--- src/verilog/ppsf_defs.svh ---
`ifndef PPSF_DEFS_SVH
`define PPSF_DEFS_SVH

// Register offsets
`define PPSF_OFF_COMMON 4'h1
`define PPSF_OFF_PORT_CTRL1 4'h2
`define PPSF_OFF_PORT_CTRL2 4'h3
`define PPSF_OFF_STATUS1 4'h4
`define PPSF_OFF_CLASS_LO 4'h5
`define PPSF_OFF_CLASS_HI 4'h6

// Common control bits
`define PPSF_CC_ALL_DIS 0
`define PPSF_CC_SW_RST 1
`define PPSF_CC_UVOV_DIS 2

// Port control 1 fields
`define PPSF_PC1_FN_LSB 0
`define PPSF_PC1_FN_MSB 3
`define PPSF_PC1_UC_DIS 4
`define PPSF_PC1_DISC_FLT_DIS 5

// Reset values
`define PPSF_CC_RST 8'h00
`define PPSF_PC1_RST 8'h00
`define PPSF_PC2_RST 8'h0f

// Host-managed function codes
`define PPSF_FN_DISABLE 4'h0
`define PPSF_FN_C_SAMPLE 4'h7
`define PPSF_FN_RUP_PWR 4'h8
`define PPSF_FN_RDWN 4'h9

// Fault codes latched in the status register
`define PPSF_FC_NONE 3'h0
`define PPSF_FC_UVOV 3'h1
`define PPSF_FC_OC 3'h2
`define PPSF_FC_UC 3'h3
`define PPSF_FC_TSD 3'h4

// Timing, in the unit named
`define PPSF_CLK_KHZ 25000
`define PPSF_ADC_MS 18
`define PPSF_RAMP_UP_US 500
`define PPSF_RAMP_DOWN_US 300
`define PPSF_VOLT_MS 2
`define PPSF_OC_MS 50
`define PPSF_UC_MS 300
`define PPSF_RETRY_MS 750
`define PPSF_I2C_WD_MS 2000
`define PPSF_OSC_WD_MS 20
`define PPSF_LAST_SAMPLE 5'd31

`endif

--- src/verilog/ppsf_pkg.sv ---
package ppsf_pkg;

	typedef enum logic [3:0] {
		PS_OFF,
		PS_DISC1,
		PS_DISC2,
		PS_CLASS_WAIT,
		PS_CLASS,
		PS_RAMP_UP,
		PS_POWERED,
		PS_RAMP_DOWN,
		PS_RETRY
	} ppsf_state_type;

	typedef logic [25:0] ppsf_timer_type;

endpackage

--- src/verilog/ppsf_top.sv ---
`timescale 1ns/100ps
`include "ppsf_defs.svh"

module ppsf_top #(
	parameter int unsigned ADC_CYC = `PPSF_ADC_MS * `PPSF_CLK_KHZ,
	parameter int unsigned RAMP_UP_CYC = `PPSF_RAMP_UP_US * `PPSF_CLK_KHZ / 1000,
	parameter int unsigned RAMP_DOWN_CYC = `PPSF_RAMP_DOWN_US * `PPSF_CLK_KHZ / 1000,
	parameter int unsigned VOLT_CYC = `PPSF_VOLT_MS * `PPSF_CLK_KHZ,
	parameter int unsigned OC_CYC = `PPSF_OC_MS * `PPSF_CLK_KHZ,
	parameter int unsigned UC_CYC = `PPSF_UC_MS * `PPSF_CLK_KHZ,
	parameter int unsigned RETRY_CYC = `PPSF_RETRY_MS * `PPSF_CLK_KHZ,
	parameter int unsigned I2C_WD_CYC = `PPSF_I2C_WD_MS * `PPSF_CLK_KHZ,
	parameter int unsigned OSC_WD_CYC = `PPSF_OSC_WD_MS * `PPSF_CLK_KHZ
) (
	input wire logic clk,
	input wire logic rst_n,
	input wire logic external_reset_pin_n,
	input wire logic operating_mode_select,
	input wire logic watchdog_defeat_pin,
	input wire logic i2c_scl,
	input wire logic osc_alive,
	input wire logic [3:0] reg_addr,
	input wire logic [1:0] reg_port,
	input wire logic reg_wr,
	input wire logic [7:0] reg_wdata,
	output logic [7:0] reg_rdata,
	input wire logic [3:0] signature_valid,
	input wire logic [11:0] class_meas,
	input wire logic [3:0] overcurrent_comparator,
	input wire logic [3:0] current_limit_comparator,
	input wire logic [3:0] undercurrent_det,
	input wire logic [3:0] voltage_out_of_window,
	input wire logic thermal_shutdown,
	output logic [3:0] port_switch_on,
	output logic [3:0] port_ramping,
	output logic [3:0] disc_probe_on,
	output logic [3:0] disc_probe_high,
	output logic [3:0] class_probe_on,
	output logic [3:0] meas_start,
	output logic [3:0] meas_voltage,
	output logic fault_irq_n_out,
	output logic fault_irq_n_oe_n
);
	import ppsf_pkg::*;

	localparam int SW = 38;
	localparam logic [SW-1:0] SYNC_RST = {1'b1, 37'h0};
	localparam ppsf_timer_type ADC_END = 26'(ADC_CYC - 1);
	localparam ppsf_timer_type RUP_END = 26'(RAMP_UP_CYC - 1);
	localparam ppsf_timer_type RDN_END = 26'(RAMP_DOWN_CYC - 1);
	localparam ppsf_timer_type VOLT_END = 26'(VOLT_CYC - 1);
	localparam ppsf_timer_type OC_END = 26'(OC_CYC - 1);
	localparam ppsf_timer_type UC_END = 26'(UC_CYC - 1);
	localparam ppsf_timer_type RETRY_END = 26'(RETRY_CYC - 1);
	localparam ppsf_timer_type I2C_END = 26'(I2C_WD_CYC - 1);
	localparam ppsf_timer_type OSC_END = 26'(OSC_WD_CYC - 1);

	// Counts while the condition holds, drops to zero the moment it clears
	function automatic ppsf_timer_type run_timer(input ppsf_timer_type cnt, input logic cond);
		run_timer = cond ? cnt + 26'd1 : 26'd0;
	endfunction

	logic [SW-1:0] sync1_q;
	logic [SW-1:0] sync2_q;
	logic scl_prev_q;
	logic osc_prev_q;
	logic external_reset_pin_s, host_managed_mode, watchdog_defeat_pin_s, scl_s, osc_s, tsd_s;
	logic [3:0] sig_s, ocmp_s, lim_s, uc_s, vbad_s;
	logic [11:0] class_s;
	logic soft_rst;
	logic wr_common, wr_pc1, wr_pc2;
	logic fn_go;
	logic [3:0] fn_code;
	logic [7:0] cc_q;
	logic [7:0] pc1_q [4];
	logic [7:0] pc2_q;
	logic [2:0] class_q [4];
	logic [2:0] fault_q [4];
	ppsf_state_type st_q [4];
	ppsf_timer_type tmr_q [4];
	ppsf_timer_type vt_q [4];
	ppsf_timer_type oct_q [4];
	ppsf_timer_type uct_q [4];
	logic [4:0] smp_q [4];
	logic [3:0] csamp_q;
	logic [3:0] meas_q;
	logic [3:0] meas_v_q;
	ppsf_timer_type i2c_tmr_q;
	ppsf_timer_type osc_tmr_q;
	logic i2c_wd_q;
	logic osc_lost_q;
	logic wd_kill;
	logic [3:0] grant;
	logic [2:0] fcode [4];
	logic any_fault;

	// Class value is held steady by the probe for the whole conversion,
	// so the bus skew through the synchroniser settles long before use
	always_ff @(posedge clk or negedge rst_n)
	begin
		if (!rst_n)
		begin
			sync1_q <= SYNC_RST;
			sync2_q <= SYNC_RST;
			scl_prev_q <= 1'b0;
			osc_prev_q <= 1'b0;
		end
		else
		begin
			sync1_q <= {external_reset_pin_n, operating_mode_select, watchdog_defeat_pin,
				i2c_scl, osc_alive, thermal_shutdown, signature_valid, overcurrent_comparator,
				current_limit_comparator, undercurrent_det, voltage_out_of_window, class_meas};
			sync2_q <= sync1_q;
			scl_prev_q <= scl_s;
			osc_prev_q <= osc_s;
		end
	end

	assign {external_reset_pin_s, host_managed_mode, watchdog_defeat_pin_s, scl_s, osc_s, tsd_s, sig_s, ocmp_s, lim_s, uc_s, vbad_s,
		class_s} = sync2_q;

	assign wr_common = reg_wr && (reg_addr == `PPSF_OFF_COMMON);
	assign wr_pc1 = reg_wr && (reg_addr == `PPSF_OFF_PORT_CTRL1);
	assign wr_pc2 = reg_wr && (reg_addr == `PPSF_OFF_PORT_CTRL2);
	assign soft_rst = !external_reset_pin_s || (wr_common && reg_wdata[`PPSF_CC_SW_RST]);
	assign fn_go = wr_pc1 && host_managed_mode;
	assign fn_code = reg_wdata[`PPSF_PC1_FN_MSB:`PPSF_PC1_FN_LSB];

	// Control registers
	always_ff @(posedge clk or negedge rst_n)
	begin
		if (!rst_n)
		begin
			cc_q <= `PPSF_CC_RST;
			pc2_q <= `PPSF_PC2_RST;
			for (int p = 0; p < 4; p++)
				pc1_q[p] <= `PPSF_PC1_RST;
		end
		else if (soft_rst)
		begin
			cc_q <= `PPSF_CC_RST;
			pc2_q <= `PPSF_PC2_RST;
			for (int p = 0; p < 4; p++)
				pc1_q[p] <= `PPSF_PC1_RST;
		end
		else
		begin
			if (wr_common)
				cc_q <= reg_wdata & ~(8'h01 << `PPSF_CC_SW_RST);
			if (wr_pc2)
				pc2_q <= reg_wdata;
			if (wr_pc1 && host_managed_mode)
				pc1_q[reg_port] <= reg_wdata;
			else if (wr_pc1)
				pc1_q[reg_port] <= {reg_wdata[7:4], pc1_q[reg_port][3:0]};
		end
	end

	// Watchdogs; defeat pin stops both
	always_ff @(posedge clk or negedge rst_n)
	begin
		if (!rst_n)
		begin
			i2c_tmr_q <= 26'd0;
			i2c_wd_q <= 1'b0;
		end
		else if (soft_rst)
		begin
			i2c_tmr_q <= 26'd0;
			// An expiry landing on the reset cycle still latches
			i2c_wd_q <= host_managed_mode && !watchdog_defeat_pin_s && i2c_tmr_q == I2C_END;
		end
		else
		begin
			i2c_tmr_q <= run_timer(i2c_tmr_q, host_managed_mode && !watchdog_defeat_pin_s && (scl_s == scl_prev_q)
				&& (i2c_tmr_q != I2C_END));
			if (host_managed_mode && !watchdog_defeat_pin_s && i2c_tmr_q == I2C_END)
				i2c_wd_q <= 1'b1;
		end
	end

	always_ff @(posedge clk or negedge rst_n)
	begin
		if (!rst_n)
		begin
			osc_tmr_q <= 26'd0;
			osc_lost_q <= 1'b0;
		end
		else
		begin
			osc_tmr_q <= run_timer(osc_tmr_q, !watchdog_defeat_pin_s && (osc_s == osc_prev_q)
				&& (osc_tmr_q != OSC_END));
			osc_lost_q <= !watchdog_defeat_pin_s && (osc_s == osc_prev_q) && (osc_lost_q
				|| osc_tmr_q == OSC_END);
		end
	end

	// A lost oscillator releases the ports once it runs again; an I2C fault does not
	assign wd_kill = i2c_wd_q || osc_lost_q;

	// Fault timers; each restarts the moment its condition clears
	always_ff @(posedge clk or negedge rst_n)
	begin
		if (!rst_n)
		begin
			for (int p = 0; p < 4; p++)
			begin
				vt_q[p] <= 26'd0;
				oct_q[p] <= 26'd0;
				uct_q[p] <= 26'd0;
			end
		end
		else
		begin
			for (int p = 0; p < 4; p++)
			begin
				vt_q[p] <= run_timer(vt_q[p], st_q[p] == PS_POWERED && vbad_s[p]
					&& !cc_q[`PPSF_CC_UVOV_DIS] && !soft_rst);
				oct_q[p] <= run_timer(oct_q[p], (st_q[p] == PS_POWERED || st_q[p] == PS_RAMP_UP)
					&& (ocmp_s[p] || lim_s[p]) && !soft_rst);
				uct_q[p] <= run_timer(uct_q[p], st_q[p] == PS_POWERED && csamp_q[p] && uc_s[p]
					&& !pc1_q[p][`PPSF_PC1_UC_DIS] && !soft_rst);
			end
		end
	end

	// New fault code per port, thermal first
	always_comb
	begin
		for (int p = 0; p < 4; p++)
		begin
			fcode[p] = `PPSF_FC_NONE;
			if (tsd_s && st_q[p] != PS_OFF && st_q[p] != PS_RETRY)
				fcode[p] = `PPSF_FC_TSD;
			else if (oct_q[p] == OC_END)
				fcode[p] = `PPSF_FC_OC;
			else if (vt_q[p] == VOLT_END)
				fcode[p] = `PPSF_FC_UVOV;
			else if (uct_q[p] == UC_END)
				fcode[p] = `PPSF_FC_UC;
		end
	end

	// Lowest waiting port wins the single classification slot
	always_comb
	begin
		logic taken;
		taken = 1'b0;
		for (int p = 0; p < 4; p++)
			taken = taken || (st_q[p] == PS_CLASS);
		for (int p = 0; p < 4; p++)
		begin
			grant[p] = !taken && (st_q[p] == PS_CLASS_WAIT);
			taken = taken || grant[p];
		end
	end

	// Port sequencers
	always_ff @(posedge clk or negedge rst_n)
	begin
		if (!rst_n)
		begin
			for (int p = 0; p < 4; p++)
			begin
				st_q[p] <= PS_OFF;
				tmr_q[p] <= 26'd0;
				smp_q[p] <= 5'd0;
				fault_q[p] <= `PPSF_FC_NONE;
				class_q[p] <= 3'h0;
			end
			csamp_q <= 4'h0;
			meas_q <= 4'h0;
			meas_v_q <= 4'h0;
		end
		else
		begin
			for (int p = 0; p < 4; p++)
			begin
				meas_q[p] <= 1'b0;
				tmr_q[p] <= tmr_q[p] + 26'd1;
				if (soft_rst)
				begin
					st_q[p] <= PS_OFF;
					fault_q[p] <= `PPSF_FC_NONE;
					class_q[p] <= 3'h0;
					csamp_q[p] <= 1'b0;
				end
				else if (fcode[p] != `PPSF_FC_NONE)
				begin
					st_q[p] <= PS_RETRY;
					fault_q[p] <= fcode[p];
					csamp_q[p] <= 1'b0;
					tmr_q[p] <= 26'd0;
				end
				else if (fn_go && reg_port == 2'(p) && fn_code == `PPSF_FN_DISABLE)
				begin
					st_q[p] <= PS_OFF;
					fault_q[p] <= `PPSF_FC_NONE;
					csamp_q[p] <= 1'b0;
				end
				else if (st_q[p] != PS_RETRY && (wd_kill || !pc2_q[p] || cc_q[`PPSF_CC_ALL_DIS]
					|| (host_managed_mode && st_q[p] >= PS_DISC1 && st_q[p] <= PS_CLASS)))
				begin
					st_q[p] <= PS_OFF;
					csamp_q[p] <= 1'b0;
				end
				else
				begin
					case (st_q[p])
						PS_OFF:
						begin
							tmr_q[p] <= 26'd0;
							if (!host_managed_mode)
								st_q[p] <= PS_DISC1;
							else if (fn_go && reg_port == 2'(p) && fn_code == `PPSF_FN_RUP_PWR)
								st_q[p] <= PS_RAMP_UP;
						end
						PS_DISC1:
							if (tmr_q[p] == ADC_END)
							begin
								st_q[p] <= PS_DISC2;
								tmr_q[p] <= 26'd0;
							end
						PS_DISC2:
							if (tmr_q[p] == ADC_END)
							begin
								st_q[p] <= sig_s[p] ? PS_CLASS_WAIT : PS_DISC1;
								tmr_q[p] <= 26'd0;
							end
						PS_CLASS_WAIT:
						begin
							tmr_q[p] <= 26'd0;
							if (grant[p])
								st_q[p] <= PS_CLASS;
						end
						PS_CLASS:
							if (tmr_q[p] == ADC_END)
							begin
								class_q[p] <= class_s[3*p +: 3];
								st_q[p] <= PS_RAMP_UP;
								tmr_q[p] <= 26'd0;
							end
						PS_RAMP_UP:
							if (tmr_q[p] == RUP_END)
							begin
								st_q[p] <= PS_POWERED;
								tmr_q[p] <= 26'd0;
								smp_q[p] <= 5'd0;
								csamp_q[p] <= !host_managed_mode;
							end
						PS_POWERED:
						begin
							if (fn_go && reg_port == 2'(p) && fn_code == `PPSF_FN_C_SAMPLE)
							begin
								// A repeat call leaves a running sequence alone, so no slot is cut short
								csamp_q[p] <= 1'b1;
								if (!csamp_q[p])
								begin
									smp_q[p] <= 5'd0;
									tmr_q[p] <= 26'd0;
								end
							end
							else if (fn_go && reg_port == 2'(p) && fn_code == `PPSF_FN_RDWN)
							begin
								st_q[p] <= PS_RAMP_DOWN;
								csamp_q[p] <= 1'b0;
								tmr_q[p] <= 26'd0;
							end
							else if (tmr_q[p] == ADC_END)
								tmr_q[p] <= 26'd0;
							else if (tmr_q[p] == 26'd0)
							begin
								// A new conversion starts at each slot boundary while current sampling is on
								meas_q[p] <= csamp_q[p];
								meas_v_q[p] <= (smp_q[p] == `PPSF_LAST_SAMPLE);
								if (csamp_q[p])
									smp_q[p] <= smp_q[p] + 5'd1;
							end
						end
						PS_RAMP_DOWN:
							if (tmr_q[p] == RDN_END)
								st_q[p] <= PS_OFF;
						PS_RETRY:
							if (!host_managed_mode && tmr_q[p] == RETRY_END)
							begin
								fault_q[p] <= `PPSF_FC_NONE;
								st_q[p] <= PS_OFF;
							end
							else if (host_managed_mode)
								tmr_q[p] <= 26'd0;
						default:
							st_q[p] <= PS_OFF;
					endcase
				end
			end
		end
	end

	// Port drive decoded straight from state registers
	always_comb
	begin
		for (int p = 0; p < 4; p++)
		begin
			port_switch_on[p] = (st_q[p] == PS_POWERED);
			port_ramping[p] = (st_q[p] == PS_RAMP_UP) || (st_q[p] == PS_RAMP_DOWN);
			disc_probe_on[p] = (st_q[p] == PS_DISC1) || (st_q[p] == PS_DISC2);
			disc_probe_high[p] = (st_q[p] == PS_DISC2);
			class_probe_on[p] = (st_q[p] == PS_CLASS);
		end
	end

	assign meas_start = meas_q;
	assign meas_voltage = meas_v_q;

	// Open drain: only ever pulls low
	assign any_fault = (fault_q[0] != 3'h0) || (fault_q[1] != 3'h0) || (fault_q[2] != 3'h0)
		|| (fault_q[3] != 3'h0);
	assign fault_irq_n_out = 1'b0;
	assign fault_irq_n_oe_n = !(any_fault || (host_managed_mode && wd_kill));

	// Read data
	always_ff @(posedge clk or negedge rst_n)
	begin
		if (!rst_n)
			reg_rdata <= 8'h00;
		else
		begin
			case (reg_addr)
				`PPSF_OFF_COMMON:
					reg_rdata <= cc_q;
				`PPSF_OFF_PORT_CTRL1:
					reg_rdata <= pc1_q[reg_port];
				`PPSF_OFF_PORT_CTRL2:
					reg_rdata <= pc2_q;
				`PPSF_OFF_STATUS1:
					reg_rdata <= {3'h0, csamp_q[reg_port], port_switch_on[reg_port],
						fault_q[reg_port]};
				`PPSF_OFF_CLASS_LO:
					reg_rdata <= {2'h0, class_q[1], class_q[0]};
				`PPSF_OFF_CLASS_HI:
					reg_rdata <= {2'h0, class_q[3], class_q[2]};
				default:
					reg_rdata <= 8'h00;
			endcase
		end
	end

endmodule

--- config.mk ---
export PLATFORM = sky130hd
export DESIGN_NAME = ppsf_top
export DESIGN_NICKNAME = d
export VERILOG_FILES = /design/src/verilog/ppsf_pkg.sv /design/src/verilog/ppsf_top.sv
export VERILOG_INCLUDE_DIRS = /design/src /design/src/verilog
export SDC_FILE = /design/constraint.sdc
export NUM_CORES = 2
export LEC_CHECK = 0
export BUFFER_PORTS_ARGS = -buffer_cell sky130_fd_sc_hd__buf_4
export CORE_UTILIZATION = 57
export DETAILED_ROUTE_END_ITERATION = 8
export GPL_TIMING_DRIVEN = 0
export PLACE_DENSITY = 0.74
export REMOVE_ABC_BUFFERS = 1
export SLEW_MARGIN = 5
export SYNTH_ARGS = -nofsm -noshare
export SYNTH_HDL_FRONTEND = slang
export SYNTH_SLANG_ARGS = --single-unit
--- constraint.sdc ---
create_clock -name clk -period 7 [get_ports clk]
set_clock_uncertainty 0.15 [all_clocks]
set_input_delay 1.4 -clock clk [delete_from_list [all_inputs] [get_ports clk]]
set_output_delay 1.4 -clock clk [all_outputs]
set_load 0.01 [all_outputs]
==> reports/metrics.json <==
{
  "setup_path": {
    "r2r_slack_ns": 2.31,
    "critical_register_to_register_path_endpoint": "tmr_q[51]$_DFF_PN0_",
    "timing.reg2reg.worst_path_depth": 7,
    "worst-endpoint-required_ns": 7.31,
    "startpoint": "reg_addr[0]",
    "worst_setup_start_kind": "primary input",
    "crit_path_max_fanout": 26,
    "path_class": "in2reg",
    "endpoint_kind": "register",
    "critical_path.reg2reg.startpoint": "sync2_q[36]$_DFF_PN0_",
    "cp_endpoint": "tmr_q[51]$_DFF_PN0_",
    "timing.critical_path.arrival_ns": 5.13
  },
  "synth": {
    "post_synth_most_frequent_cells": "sky130_fd_sc_hd__dfrtp_1 (669), sky130_fd_sc_hd__nor2_1 (636), sky130_fd_sc_hd__nand2_1 (244)",
    "syn_avg_cell_area_sq_um": 9.68,
    "distinct_cell_type_count_after_synthesis": 98,
    "synth_area_leaders": "sky130_fd_sc_hd__dfrtp_1 (51%), sky130_fd_sc_hd__nor2_1 (7.2%), sky130_fd_sc_hd__xor2_1 (5.9%)",
    "share_of_flip_flops_with_an_asynchronous_set_or_reset_pct": 100,
    "dominantRegCellSynth": "sky130_fd_sc_hd__dfrtp_1",
    "post_synth_instance_area_sq_um": 33100,
    "post-synth-top-area-cell": "sky130_fd_sc_hd__dfrtp_1",
    "yosysWarningCount": 0,
    "syn_inst": 3422,
    "synthMostInstantiatedCell": "sky130_fd_sc_hd__dfrtp_1",
    "synth_edf_count": 0,
    "yosysSeqAreaShare_pct": 51.0,
    "synth_seq_cells": 675,
    "synth_top_area_share_pct": 50.5
  },
  "floorplanning": {
    "core_sq_um": 56900,
    "floorplan.rows": 87,
    "floorplan.initialDensity_pct": 58.2,
    "die_y_um": 243,
    "die-width_um": 243,
    "die_footprint_sq_um": 59100,
    "io_pins": 93
  },
  "clocking": {
    "clock_tree.htree_level_count": 3,
    "cts_sinks": 675,
    "cts_hold_buffers": 0,
    "ctsResizeCount": 0,
    "worst_setup_hold_path_clk_slew_ns": 0.06,
    "tritoncts_clock_tree": "built",
    "cts_post_setup_buffers_inserted": 0,
    "clk-insertion-delay-late_ns": 0.61,
    "cts-buffers-inserted": 73,
    "cts_max_path_buffers": 3,
    "root_buffer": "sky130_fd_sc_hd__clkbuf_16"
  },
  "global_routing": {
    "antenna_found_initial": 6,
    "grt_max_degree": 125,
    "global_route_congestion_overflow_total": 0,
    "grt_use_total_pct": 26.4,
    "first_global_vias": 25600,
    "grt_first_pass_wirelength_mm": 128
  },
  "route": {
    "routed_via_density": 5.96,
    "totalWireLength_mm": 76.5,
    "drtPass1Iterations": 7,
    "antenna_violating_nets_post_route": 0,
    "initial_drc_count": 1826,
    "routedWlPerCell_um": 17.8,
    "detailroute.via_count": 25600,
    "route.detailed.drc": 0
  },
  "sta": {
    "achievable-frequency_mhz": 207,
    "timing.final.max_slew_violations": 0,
    "slew-limit-headroom_pct": 3.16,
    "period_minus_slack_ns": 4.83,
    "layout_worst_path_cycle_share_pct": 69.0,
    "timing.final.setup_violations": 0,
    "worst_pin_slew_ns": 1.44,
    "finalHoldViolations": 0,
    "rsz0062_at_grt": "no"
  },
  "place": {
    "finalWeightedCongestion": 0.892,
    "place_hpwl_mm": 53.1,
    "numPortBuffers": 91,
    "placedInstanceArea_sq_um": 34500
  },
  "hold_path": {
    "worstHoldPathType": "reg2reg",
    "min_path_cells": 0
  },
  "power_and_ir_drop": {
    "leakage_nw": 15.0,
    "ir_worst_vdd_v": 0.000200,
    "power.density_nw_per_um2": 252
  },
  "finish": {
    "areaGrowthSynthToFinish_pct": 11.8,
    "fin_nets": 3562,
    "share_of_cells_above_drive_strength_1_pct": 8.32,
    "finish.utilization_pct": 65.1,
    "design_area_sq_um": 37000
  },
  "flow_run": {
    "maxCapViolations": 0
  },
  "outcome": {
    "status": "finished clean"
  }
}
## state kept, by name, summed over array words and instances, names as in the netlist, 4 cells and up
signal,count
tmr_q,104
osc_tmr_q,26
sync1_q,38
fault_q,12
reg_rdata,8
sync2_q,38
uct_q,104
st_q,16
meas_voltage,4
pc2_q,8
vt_q,104
oct_q,104
cc_q,7
smp_q,20
csamp_q,4
pc1_q,32
class_q,12
meas_start,4
i2c_tmr_q,26
## power breakdown
part / total, mW / internal [mW] / switching, mW
Sequential: 4.20 / 4.01 / 0.192
Clock: 3.96 / 2.40 / 1.56
Combinational: 1.18 / 0.432 / 0.749
Total: 9.34 / 6.83 / 2.50
## cell families after synthesis
group | count (synthesis) | synth area share, %
AOI/OAI and AO/OA | 290 | 5.70
other | 1 | 0.0113
DFF | 675 | 51.0
muxes | 66 | 2.51
and+or+nand+nor | 1746 | 26.5
adders and majority gates | 30 | 1.13
buffers and inverters | 210 | 2.47
xor gates and xnor gates | 404 | 10.7
## through the flow
step | worst slack (ns) | total power, mW | TNS (ns) | cells | hold slack [ns]
global placement | -2.82 | 5.36 | -1812.53 | 4143 | 0.184
floorplan | 2.65 | 4.95 | 0 | 3296 | 0.181
global route | 1.98 | 9.73 | 0 | 4289 | 0.200
detailed placement | 1.62 | 5.43 | 0 | 4158 | 0.185
CTS | 2.24 | 9.41 | 0 | 4288 | 0.194
finish | 2.17 | 9.34 | 0 | 4289 | 0.190
## worst min-delay path by stage
stage                                from  slack [ns]               endpoint
finish              sync1_q[15]$_DFF_PN0_        0.19  sync2_q[15]$_DFF_PN0_
CTS                 sync1_q[15]$_DFF_PN0_        0.19  sync2_q[15]$_DFF_PN0_
detailed placement  sync1_q[15]$_DFF_PN0_        0.18  sync2_q[15]$_DFF_PN0_
floorplan            sync1_q[0]$_DFF_PN0_        0.18   sync2_q[0]$_DFF_PN0_
global route         sync1_q[8]$_DFF_PN0_        0.20   sync2_q[8]$_DFF_PN0_
global placement    sync1_q[15]$_DFF_PN0_        0.18  sync2_q[15]$_DFF_PN0_
## per-layer routing
metal / vias to the layer above / routed length [um] / track usage, %
met5: - / 49 / 0
met4: 8 / 2490 / 9.32
met1: 12700 / 33000 / 35.6
met3: 176 / 4600 / 4.51
met2: 719 / 36400 / 43.0
li1: 12000 / - / -
## worst max-delay path, cell delays in order
cell and delay (ns):
sky130_fd_sc_hd__buf_4 0.17, sky130_fd_sc_hd__nor4bb_1 1.08, sky130_fd_sc_hd__nand3_1 0.43, sky130_fd_sc_hd__o21ai_0 0.46
sky130_fd_sc_hd__a21oi_1 0.12, sky130_fd_sc_hd__or4b_4 0.54, sky130_fd_sc_hd__a21oi_4 0.78, sky130_fd_sc_hd__nor2_1 0.13
## cells in the final DEF (no fill, tap or decap), types with 8 or more instances in the layout
master,n
sky130_fd_sc_hd__a211oi_1,19
sky130_fd_sc_hd__a21oi_1,75
sky130_fd_sc_hd__a22oi_1,9
sky130_fd_sc_hd__and2_1,19
sky130_fd_sc_hd__and3_1,67
sky130_fd_sc_hd__and4_1,29
sky130_fd_sc_hd__buf_4,95
sky130_fd_sc_hd__clkbuf_1,14
sky130_fd_sc_hd__clkbuf_16,75
sky130_fd_sc_hd__clkbuf_8,16
sky130_fd_sc_hd__clkinv_2,9
sky130_fd_sc_hd__dfrtp_1,669
sky130_fd_sc_hd__ha_1,30
sky130_fd_sc_hd__inv_1,81
sky130_fd_sc_hd__mux2i_1,46
sky130_fd_sc_hd__mux4_2,13
sky130_fd_sc_hd__nand2_1,244
sky130_fd_sc_hd__nand2b_1,21
sky130_fd_sc_hd__nand3_1,213
sky130_fd_sc_hd__nand4_1,110
sky130_fd_sc_hd__nand4b_1,14
sky130_fd_sc_hd__nor2_1,636
sky130_fd_sc_hd__nor2_2,20
sky130_fd_sc_hd__nor2b_1,29
sky130_fd_sc_hd__nor3_1,77
sky130_fd_sc_hd__nor3b_1,17
sky130_fd_sc_hd__nor4_1,78
sky130_fd_sc_hd__nor4b_1,38
sky130_fd_sc_hd__nor4bb_1,8
sky130_fd_sc_hd__o21ai_0,78
sky130_fd_sc_hd__o31ai_1,14
sky130_fd_sc_hd__or2_1,8
sky130_fd_sc_hd__or3_1,63
sky130_fd_sc_hd__or4_1,19
sky130_fd_sc_hd__xnor2_1,181
sky130_fd_sc_hd__xor2_1,223
## cell type report
cell class	count	area, sq um
fillers	4482	19900
flip-flops and latches	675	16900
multi-input cells	2537	15500
clock buffers	105	2150
well taps	756	946
repair buffers	106	942
clock inverters	25	330
inverters	84	315
diodes	1	2.50
Note: power is estimated with default switching activity, not from simulation.
